<file path="config.mk">
export PLATFORM = sky130hd
export DESIGN_NAME = embc_top
export DESIGN_NICKNAME = d
export VERILOG_FILES = /design/src/include/embc_pkg.sv /design/src/hw/embc_strobe_duty.sv /design/src/hw/embc_top.sv
export SDC_FILE = /design/constraint.sdc
export NUM_CORES = 1
export LEC_CHECK = 0
export ABC_AREA = 1
export BUFFER_PORTS_ARGS = -buffer_cell sky130_fd_sc_hd__buf_2
export CORE_UTILIZATION = 25
export CTS_CLUSTER_SIZE = 24
export DETAILED_ROUTE_END_ITERATION = 6
export HOLD_SLACK_MARGIN = 0.03
export PLACE_DENSITY = 0.47
export RECOVER_POWER = 100
export SLEW_MARGIN = 20
export SYNTH_ARGS = -nofsm -noshare
export SYNTH_HDL_FRONTEND = slang
export SYNTH_SLANG_ARGS = --single-unit
export TNS_END_PERCENT = 10
</file>
<file path="constraint.sdc">
create_clock -name i_ref_clk -period 3.2 [get_ports i_ref_clk]
set_clock_uncertainty 0.2 [all_clocks]
set_input_delay 0.64 -clock i_ref_clk [delete_from_list [all_inputs] [get_ports i_ref_clk]]
set_output_delay 0.64 -clock i_ref_clk [all_outputs]
set_load 0.01 [all_outputs]
</file>
<file path="src/include/embc_pkg.sv">
// Package for the external memory bus cycle block: constants, types.
// Assumes a single 100 MHz clock; all control bits arrive as plain ports.
package embc_pkg;
  localparam int EMBC_CLK_MHZ = 100;
  localparam int EMBC_CLK_PERIOD_NS = 1000 / EMBC_CLK_MHZ;
  // Fetch strobe duty: high part of first state, in tenths of a state
  localparam logic [3:0] EMBC_DUTY35_PHASES = 4'h4;
  localparam logic [3:0] EMBC_DUTY50_PHASES = 4'h5;
  localparam logic [3:0] EMBC_PHASES_PER_STATE = 4'ha;
  localparam logic [2:0] EMBC_BOOT_EXT8 = 3'h0;
  localparam logic [2:0] EMBC_BOOT_EXT16 = 3'h1;
  localparam logic [1:0] EMBC_SHIFT8 = 2'h0;
  localparam logic [1:0] EMBC_SHIFT9 = 2'h1;
  localparam logic [1:0] EMBC_SHIFT10 = 2'h2;
  localparam logic [7:0] EMBC_SEL_IDLE = 8'hff;
  localparam logic [2:0] EMBC_LW_RESET = 3'h0;

  typedef enum logic [4:0] {
    EMBC_IDLE = 5'h01,
    EMBC_T1 = 5'h02,
    EMBC_LWAIT = 5'h04,
    EMBC_PWAIT = 5'h08,
    EMBC_TLAST = 5'h10
  } embc_state_t;

  // One access request from the CPU or the dma_unit
  typedef struct packed {
    logic valid;
    logic [27:0] addr;
    logic write;
    logic [1:0] size; // 0 byte, 1 word
    logic dma_single;
  } embc_req_t;

  // Configuration bits, grouped after their owning registers
  typedef struct packed {
    logic dram_space_enable;
    logic muxed_io_enable;
    logic fetch_strobe_duty;
    logic lane_strobe_select;
    logic [7:0] wait_ctrl_first;
    logic [7:0] wait_ctrl_second;
    logic [1:0] long_wait_a02;
    logic [1:0] long_wait_a6;
    logic row_col_mux_enable;
    logic [1:0] row_shift_select;
  } embc_cfg_t;

  // Pin bundle, all active low strobes except address, A0 and row_phase
  typedef struct packed {
    logic [7:0] select_n;
    logic fetch_n;
    logic upper_store_n;
    logic lower_store_n;
    logic a0_pin;
    logic [21:0] addr;
    logic row_phase;
  } embc_pins_t;
endpackage

</file>
<file path="src/hw/embc_strobe_duty.sv">
// Fetch strobe duty generator: phase counter across one state.
// Assumes a sub-state phase enable; state boundary marked by i_state_start.
module embc_strobe_duty
  import embc_pkg::*;
(
  input wire logic i_ref_clk,
  input wire logic i_rst,
  input wire logic i_state_start,
  input wire logic i_duty35,
  output logic o_high
);
  typedef struct packed {
    logic [3:0] phase;
    logic high;
  } embc_duty_t;
  embc_duty_t s_reg, s_next;

  always_comb begin
    s_next = s_reg;
    if (i_state_start) begin
      s_next.phase = 4'h1;
      s_next.high = 1'b1;
    end else if (s_reg.phase != 4'h0 && s_reg.phase < EMBC_PHASES_PER_STATE)
    begin
      s_next.phase = s_reg.phase + 4'h1;
    end
    // High part of T1 then low for the rest
    if (!i_state_start) begin
      s_next.high = (s_reg.phase < (i_duty35 ? EMBC_DUTY35_PHASES
                                             : EMBC_DUTY50_PHASES))
                    && s_reg.phase != 4'h0 && s_reg.high;
    end
  end

  always_ff @(posedge i_ref_clk) begin
    if (i_rst) begin
      s_reg <= '0;
    end else begin
      s_reg <= s_next;
    end
  end
  assign o_high = s_reg.high;
endmodule

</file>
<file path="src/hw/embc_top.sv">
// External memory bus cycle controller: area decode, state sequencing,
// lane strobes and DRAM row/column address multiplex.
// Assumes requests held stable until o_done; inputs synchronous to clock.
module embc_top (
  input wire logic i_ref_clk,
  input wire logic i_rst,
  input wire logic [2:0] i_boot_mode_pins,
  input wire embc_pkg::embc_cfg_t i_cfg,
  input wire embc_pkg::embc_req_t i_req,
  input wire logic i_wait_n,
  output logic o_done,
  output logic o_busy,
  output logic o_dram_access,
  output logic [7:0] o_select_n,
  output logic o_fetch_n,
  output logic o_upper_store_n,
  output logic o_lower_store_n,
  output logic o_a0_pin,
  output logic [21:0] o_addr,
  output logic o_row_phase
);
  import embc_pkg::*;
  typedef struct packed {
    embc_state_t state;
    logic [2:0] lw_left;
    logic pin_wait;
    logic two_state;
    logic done;
    logic busy;
    logic dram;
    embc_pins_t pins;
  } embc_top_t;
  embc_top_t s_reg, s_next;

  logic [2:0] area;
  logic a27;
  logic external;
  logic long_area;
  logic wait_bit;
  logic use_pin;
  logic bus16;
  logic [2:0] lw_count;
  logic [21:0] row_addr;
  logic fetch_high;
  logic state_start;

  assign area = i_req.addr[26:24];
  assign a27 = i_req.addr[27];

  // Area decode into external space
  always_comb begin
    external = 1'b0;
    bus16 = a27;
    case (area)
      3'h0: begin
        external = (i_boot_mode_pins == EMBC_BOOT_EXT8) ||
                   (i_boot_mode_pins == EMBC_BOOT_EXT16);
        bus16 = (i_boot_mode_pins == EMBC_BOOT_EXT16);
      end
      3'h1: external = 1'b1; // DRAM is external too
      3'h2, 3'h3, 3'h4: external = 1'b1;
      3'h5: begin
        external = a27;
        bus16 = 1'b1;
      end
      3'h6: begin
        external = !i_cfg.muxed_io_enable || a27;
        bus16 = a27 || i_req.addr[14];
      end
      3'h7: begin
        external = !a27;
        bus16 = 1'b0;
      end
      default: external = 1'b0;
    endcase
  end

  assign long_area = (area == 3'h0) || (area == 3'h2) || (area == 3'h6);
  // Single-mode DMA reads the second register
  assign wait_bit = i_req.dma_single ? i_cfg.wait_ctrl_second[area]
                                     : i_cfg.wait_ctrl_first[area];
  // Writes other than single-mode DMA bypass the first register and always use pin waits
  assign use_pin = (i_req.write && !i_req.dma_single) ? 1'b1 : wait_bit;
  assign lw_count = {1'b0, (area == 3'h6) ? i_cfg.long_wait_a6
                                          : i_cfg.long_wait_a02} + 3'h1;

  // Row address by shift select
  always_comb begin
    row_addr = '0;
    case (i_cfg.row_shift_select)
      EMBC_SHIFT8: row_addr = {6'h00, i_req.addr[23:8]};
      EMBC_SHIFT9: row_addr = {7'h00, i_req.addr[23:9]};
      EMBC_SHIFT10: row_addr = {8'h00, i_req.addr[23:10]};
      default: row_addr = {6'h00, i_req.addr[23:8]}; // Reserved code
    endcase
  end

  assign state_start = (s_reg.state == EMBC_IDLE) && i_req.valid;

  embc_strobe_duty u_duty (
    .i_ref_clk(i_ref_clk),
    .i_rst(i_rst),
    .i_state_start(state_start),
    .i_duty35(i_cfg.fetch_strobe_duty),
    .o_high(fetch_high)
  );

  always_comb begin
    s_next = s_reg;
    s_next.done = 1'b0;
    case (s_reg.state)
      EMBC_IDLE: begin
        s_next.pins.select_n = EMBC_SEL_IDLE;
        s_next.pins.fetch_n = 1'b1;
        s_next.pins.upper_store_n = 1'b1;
        s_next.pins.lower_store_n = 1'b1;
        s_next.pins.row_phase = 1'b0;
        s_next.busy = 1'b0;
        if (i_req.valid) begin
          s_next.busy = 1'b1;
          s_next.state = EMBC_T1;
          s_next.dram = (area == 3'h1) && i_cfg.dram_space_enable;
          s_next.pin_wait = use_pin;
          s_next.two_state = use_pin && !long_area;
          s_next.lw_left = long_area ? lw_count : EMBC_LW_RESET;
          if (external && !s_next.dram) begin
            s_next.pins.select_n[area] = 1'b0;
          end
          // Address pins; DRAM multiplex drives row first
          if (s_next.dram && i_cfg.row_col_mux_enable) begin
            s_next.pins.addr = row_addr;
            s_next.pins.row_phase = 1'b1;
          end else begin
            s_next.pins.addr = i_req.addr[21:0];
          end
          s_next.pins.a0_pin = i_req.addr[0];
          s_next.pins.fetch_n = i_req.write;
          if (i_req.write) begin
            // Without lane select, even byte address is the upper lane, odd the lower
            if (bus16 && i_cfg.lane_strobe_select) begin
              // Common store strobe plus lane strobes
              s_next.pins.lower_store_n = 1'b0;
              s_next.pins.upper_store_n =
                !(i_req.size != 2'h0 || i_req.addr[0]);
              s_next.pins.a0_pin = !(i_req.size != 2'h0 || !i_req.addr[0]);
            end else if (bus16) begin
              s_next.pins.upper_store_n =
                !(i_req.size != 2'h0 || !i_req.addr[0]);
              s_next.pins.lower_store_n =
                !(i_req.size != 2'h0 || i_req.addr[0]);
            end else begin
              s_next.pins.lower_store_n = 1'b0;
            end
          end
        end
      end
      EMBC_T1: begin
        s_next.pins.row_phase = 1'b0;
        if (s_reg.pins.row_phase) begin
          s_next.pins.addr = i_req.addr[21:0]; // Column phase
        end
        if (s_reg.lw_left != 3'h0) begin
          s_next.state = EMBC_LWAIT;
        end else if (s_reg.two_state) begin
          // Pin sampled on the edge that closes T1
          s_next.state = i_wait_n ? EMBC_TLAST : EMBC_PWAIT;
        end else begin
          s_next.state = EMBC_IDLE; // pin never looked at
          s_next.done = 1'b1;
        end
      end
      EMBC_LWAIT: begin
        // Pin sampled before the final long wait
        if (s_reg.lw_left == 3'h1) begin
          s_next.state = EMBC_IDLE;
          s_next.done = 1'b1;
        end else if (s_reg.lw_left == 3'h2 && s_reg.pin_wait && !i_wait_n)
        begin
          s_next.lw_left = s_reg.lw_left;
        end else begin
          s_next.lw_left = s_reg.lw_left - 3'h1;
        end
      end
      EMBC_PWAIT: begin
        if (i_wait_n) begin
          s_next.state = EMBC_TLAST;
        end
      end
      EMBC_TLAST: begin
        s_next.state = EMBC_IDLE;
        s_next.done = 1'b1;
      end
      default: s_next.state = EMBC_IDLE;
    endcase
    // Long-wait area with one long wait and pin waits: sample in T1
    if (s_reg.state == EMBC_T1 && s_reg.lw_left == 3'h1 &&
        s_reg.pin_wait && !i_wait_n) begin
      s_next.lw_left = 3'h2;
    end
    if (s_next.state == EMBC_IDLE && s_reg.state != EMBC_IDLE) begin
      s_next.pins.select_n = EMBC_SEL_IDLE;
      s_next.pins.fetch_n = 1'b1;
      s_next.pins.upper_store_n = 1'b1;
      s_next.pins.lower_store_n = 1'b1;
    end
    // Never hold the strobe past the end of a one-state cycle
    if (s_reg.state == EMBC_T1 && s_next.state != EMBC_IDLE &&
        !s_reg.pins.fetch_n && fetch_high) begin
      s_next.pins.fetch_n = 1'b0; // Duty phase kept in strobe generator
    end
  end

  always_ff @(posedge i_ref_clk) begin
    if (i_rst) begin
      s_reg.state <= EMBC_IDLE;
      s_reg.lw_left <= EMBC_LW_RESET;
      s_reg.pin_wait <= 1'b0;
      s_reg.two_state <= 1'b0;
      s_reg.done <= 1'b0;
      s_reg.busy <= 1'b0;
      s_reg.dram <= 1'b0;
      s_reg.pins.select_n <= EMBC_SEL_IDLE;
      s_reg.pins.fetch_n <= 1'b1;
      s_reg.pins.upper_store_n <= 1'b1;
      s_reg.pins.lower_store_n <= 1'b1;
      s_reg.pins.a0_pin <= 1'b0;
      s_reg.pins.addr <= '0;
      s_reg.pins.row_phase <= 1'b0;
    end else begin
      s_reg <= s_next;
    end
  end

  assign o_done = s_reg.done;
  assign o_busy = s_reg.busy;
  assign o_dram_access = s_reg.dram;
  assign o_select_n = s_reg.pins.select_n;
  assign o_fetch_n = s_reg.pins.fetch_n;
  assign o_upper_store_n = s_reg.pins.upper_store_n;
  assign o_lower_store_n = s_reg.pins.lower_store_n;
  assign o_a0_pin = s_reg.pins.a0_pin;
  assign o_addr = s_reg.pins.addr;
  assign o_row_phase = s_reg.pins.row_phase;
endmodule

</file>
# Yosys cells after proc, flatten, opt, wreduce, memory -nomap -nowiden

Cells that the tools add are included.

Output and inout bits: 38
Register bits after elaboration: 53
Input bits: 66
Logic and storage cells: 154

Equal/unequal tests: 27
$add $sub $neg: 3
Mux-type cells: 46
Order comparisons: 4
Reduce and logical (&&, ||, !) cells: 55
Bitwise gates (word level): 1

Operators by type and width:

| cell                 | number |
|---|---|
| $pmux W23 S2         | 1 |
| $mux W22             | 2 |
| $mux W37             | 1 |
| $pmux W16 S2         | 1 |
| $mux W5              | 5 |
| $logic_and A1 B1 Y1  | 20 |
| $pmux W5 S4          | 1 |
| $mux W1              | 17 |
| $mux W3              | 5 |
| $eq A3 B3 Y1 const B | 4 |
| $eq A5 B1 Y1 const B | 2 |
| $logic_not A1 Y1     | 10 |
| $mux W10             | 1 |
| $ne A5 B1 Y1 const B | 2 |
| $eq A3 B1 Y1 const B | 3 |
| $eq A3 B2 Y1 const B | 3 |
| $reduce_bool A3 Y1   | 3 |
| $mux W8              | 1 |
| $ne A2 B2 Y1 const B | 4 |
| $not A8 Y8           | 1 |
| $reduce_and A4 Y1    | 2 |
| $reduce_bool A2 Y1   | 4 |
| $logic_or A1 B1 Y1   | 7 |
| $bmux W1 S3          | 2 |
| other kinds (28)     | 34 |

# Depth between registers and ports, before layout

Depth after elaboration: 12
Depth in mapped cells: 11
Depth with buffers taken out: 11

# Worst setup path before layout

No wires, ideal clock.

Path type: input -> register
Start: in i_req[30] in the netlist's numbering
End: reg s_reg[41] in the netlist's numbering
Data required time: 2.865 ns
Stages on the path: 11
Buffers on the path: 1
Setup time: 0.135 ns
Path slack: 1.127 ns
Arrival time: 1.739 ns
Cells stage by stage: buf_4 nand2_1 nor2_1 inv_1 nand2_1 nand2_1 ha_1 nand4_1 a21oi_1 nor2_1 nor2_1

Word-level cells in the longest chain between the ends: 7
Elaborated cells between the ends (all ways): 11
Those cells by class: add/sub (1); eq/ne (2); mux (5); reduce/logical (3)

Ends and longest elaborated chain:

| what                                                | line                           | text |
|---|---|---|
| from (decl)                                         | embc_top.sv:9                  | `input wire embc_pkg::embc_req_t i_req,` |
| $eq A3 B3 Y1 (tied with other cells)                | embc_top.sv:78, embc_top.sv:84 |  |
| $mux W2 or $logic_or A1 B1 Y1 (tied branches)       | embc_top.sv:84, embc_top.sv:78 |  |
| $add A2 B1 Y3 or $logic_or A1 B1 Y1 (tied branches) | embc_top.sv:85, embc_top.sv:78 |  |
| $mux W3 *                                           | embc_top.sv:125                | `s_next.lw_left = long_area ? lw_count : EMBC_LW_RESET;` |
| $mux W10 *                                          | embc_top.sv:119                | `if (i_req.valid) begin` |
| $pmux W3 S2 *                                       | embc_top.sv:111                | `case (s_reg.state)` |
| $mux W2 *                                           | embc_top.sv:196                | `if (s_reg.state == EMBC_T1 && s_reg.lw_left == 3'h1 &&` |
| to (signal assigned)                                | embc_top.sv:230                | `s_reg <= s_next;` |
| to (decl)                                           | embc_top.sv:33                 | `embc_top_t s_reg, s_next;` |

Mark *: on every way between the ends. The rest lies on a longest branch, timed or not. The select of a mux whose other input is x is not followed.
A chain may end at the register's enable or synchronous reset.

# Worst setup path in the final report

Start: in i_req[28] in the netlist's numbering
End: reg s_reg, in the netlist o_addr[10]

Word-level cells in the longest chain between the ends: 6

Ends and longest elaborated chain:

| what                | line            | text |
|---|---|---|
| $eq A3 B1 Y1        | embc_top.sv:122 | `s_next.dram = (area == 3'h1) && i_cfg.dram_space_enable;` |
| $logic_and A1 B1 Y1 | embc_top.sv:122 |  |
| $logic_and A1 B1 Y1 | embc_top.sv:130 | `if (s_next.dram && i_cfg.row_col_mux_enable) begin` |
| $mux W22            | embc_top.sv:130 |  |
| $mux W37            | embc_top.sv:119 |  |
| $pmux W23 S2        | embc_top.sv:111 |  |

Every way passes these cells. The select of a mux whose other input is x is not followed.

==> results.tsv <==
metric	value	unit
synthesis-to-finish area growth	13.2	%
Post-CTS Resized	0	
top cell type's share of synthesized area	28.4	%
Post-Syn Instances	519	
most frequent cell after synthesis	nand2_1	
worst reg2reg endpoint	o_addr[3]	
maximum vdd drop	0.000219	V
CP startpoint	i_req[28]	
Largest register FFs	22	
Worst Path Class, Setup	in2reg	
Final Instance Area	3820	um2
row count	42	
R2R cell count	8	
Synth cell types	36	
Final min period	2570	ps
clk slew on worst S/H paths	70	ps
clock root cell	clkbuf_16	
gr ovfl total	0	
FMAX	0.390	GHz
max-slew violations	0	
Core Footprint	13200	um2
Hold Crit Class	reg2reg	
Multi-input gate area	1730	um2
CTS buffer count	5	
routed via count	3366	
die extent in x	118	um
FILL cells	1495	
Power Density	428	nW/um2
first-pass GRT wire length	15500	um
CP Launch Type	primary input	
worst r2r src	s_reg[46]	
RSZ-0062 raised after global routing	no	
largest area contributor in the netlist	dfxtp_1	
Hold Worst Slack	263	ps
slew of the pin with the lowest slew margin	1010	ps
critical path fanouts, max	17	
Max-slew headroom	32.0	%
worst endpoint required time	3240	ps
Syn Std Cell Area	3380	um2
synth top area cells	dfxtp_1 28%, nand2_1 15%, buf_4 7.8%, nand3_1 7.7%, inv_1 7.2%	
Port Buffer Count	102	
Vias/cell	4.45	
largest net degree at the start of global routing	45	
hold path cells	2	
Reg2Reg Setup Slack	770	ps
Die Area	14000	um2
number of enable flip-flop cells after synthesis	0	
setup tns final	0	ps
Iteration-0 DRC Markers	221	
Ports	104	
GRT busiest layer	met2	
final WL	9530	um
Overall Power	0.00164	W
RePlAce Congestion	0.826	
syn nets	592	
Synth async-reset ratio	0	%
post-route ant nets	0	
Post-CTS Hold Buffers	0	
final-report hold violation count	0	
crit path DAT	2610	ps
sequential cell area	961	um2
min-delay src	o_dram_access	
status	finished clean	
maximum buffer depth of the clock tree	2	
clock latency on the worst-skew pair	290	ps
Hold Path Sink	o_dram_access	
DP HPWL	7380	um
# Max-Cap Violations	0	
met2 Use GR	21.2	%
layout cells sized above 1	18.4	%
placed cell area	3780	um2
drt drc	0	
CTS Sinks	48	
CTS tree	yes	
top_reg_cell synth	dfxtp_1	
initial antenna violation count	0	
vias in the first global route	3086	
die height	118	um
First-pass DRT Iterations	7	
Yosys reg bits	48	
CTS H-tree lvls	2	
Commonest cells post-synth	131 x nand2_1, 65 x inv_1, 52 x nand3_1, 48 x dfxtp_1, 35 x buf_4	
n_diodes	0	
post-synthesis sequential area ratio	28.4	%
initial core utilization	25.6	%
Avg Inst Size Synth	6.51	um2
critical path capture point type	flip-flop	
DR WL/cell	12.6	um
Synth Warn #	0	
post-CTS setup buffers	0	
met1 usage	19.4	%
GRT Total Usage	13.7	%
met3 Usage GRT	2.56	%
LEAKAGE	1.89	nW
final setup vio count	0	
# nets final	654	
part of the cycle the worst path needs	80.2	%
-- worst max-delay path, cell delays in order --
cell and delay, ps:
buf_2 220, inv_1 210, nor2_4 160, nand4_1 150
nor3_2 790, nand2_1 180, nand3_1 120, nand3_1 80
inv_1 60
-- metrics by stage --
step	setup slack (ps)	cells	util (%)
3_3_place_gp	587	750	28.7
3_5_place_dp	571	750	28.7
4_1_cts	867	757	29.8
5_1_grt	386	757	29.0
6_report	635	757	29.0
2_1_floorplan	1130	519	-
-- how the worst max path moves through the flow --
stage	depth (start not counted)	end	slack, ps
after CTS	9	o_addr[6]	870
after floorplan	11	s_reg[41]	1130
after detailed placement	9	o_addr[6]	570
after global routing	9	o_addr[14]	390
final	9	o_addr[10]	630
after global placement	9	o_addr[11]	590
-- layer usage --
| metal | share of wire [%] | routed length [um] |
|---|---|---|
| met4 | 0.96 | 91 |
| met2 | 44 | 4190 |
| met3 | 4.0 | 380 |
| met5 | 0 | 0 |
| met1 | 51 | 4860 |
-- cells by family after synthesis --
group | Yosys count | share of synthesized area [%]
AO/OA/AOI/OAI | 73 | 11.9
adder cells (fa/ha/maj) | 7 | 2.59
buffers and inverters | 123 | 18.4
flip-flops | 48 | 28.4
AND/OR/NAND/NOR | 268 | 38.6
-- final cells by class --
class                           count  area share, %
Clock buffer                        7           3.99
Inverter                           75           7.56
Multi-Input combinational cell    348           45.3
Sequential cell                    48           25.1
Tap cell                          176           5.76
Timing Repair Buffer              103           12.3
-- power breakdown --
part	switching, W	leakage, nW	internal [W]	total, W
Clock	0.000240	0.0760	0.000329	0.000569
Sequential	0.0000225	0.394	0.000643	0.000665
Combinational	0.000261	1.42	0.000142	0.000403
-- layout by cell type, fill, tap and decap left out, types with 15 or more instances in the layout --
| cell type | synthesis | layout |
|---|---|---|
| nand2_1 | 131 | 132 |
| inv_1 | 65 | 66 |
| buf_2 | 5 | 64 |
| nand3_1 | 52 | 52 |
| dfxtp_1 | 48 | 48 |
| clkbuf_1 | 5 | 38 |
| nor2_1 | 27 | 33 |
| o21ai_0 | 30 | 31 |
| a21oi_1 | 16 | 16 |
| o22ai_1 | 15 | 15 |
No activity file was read; power rests on OpenSTA's default activity.
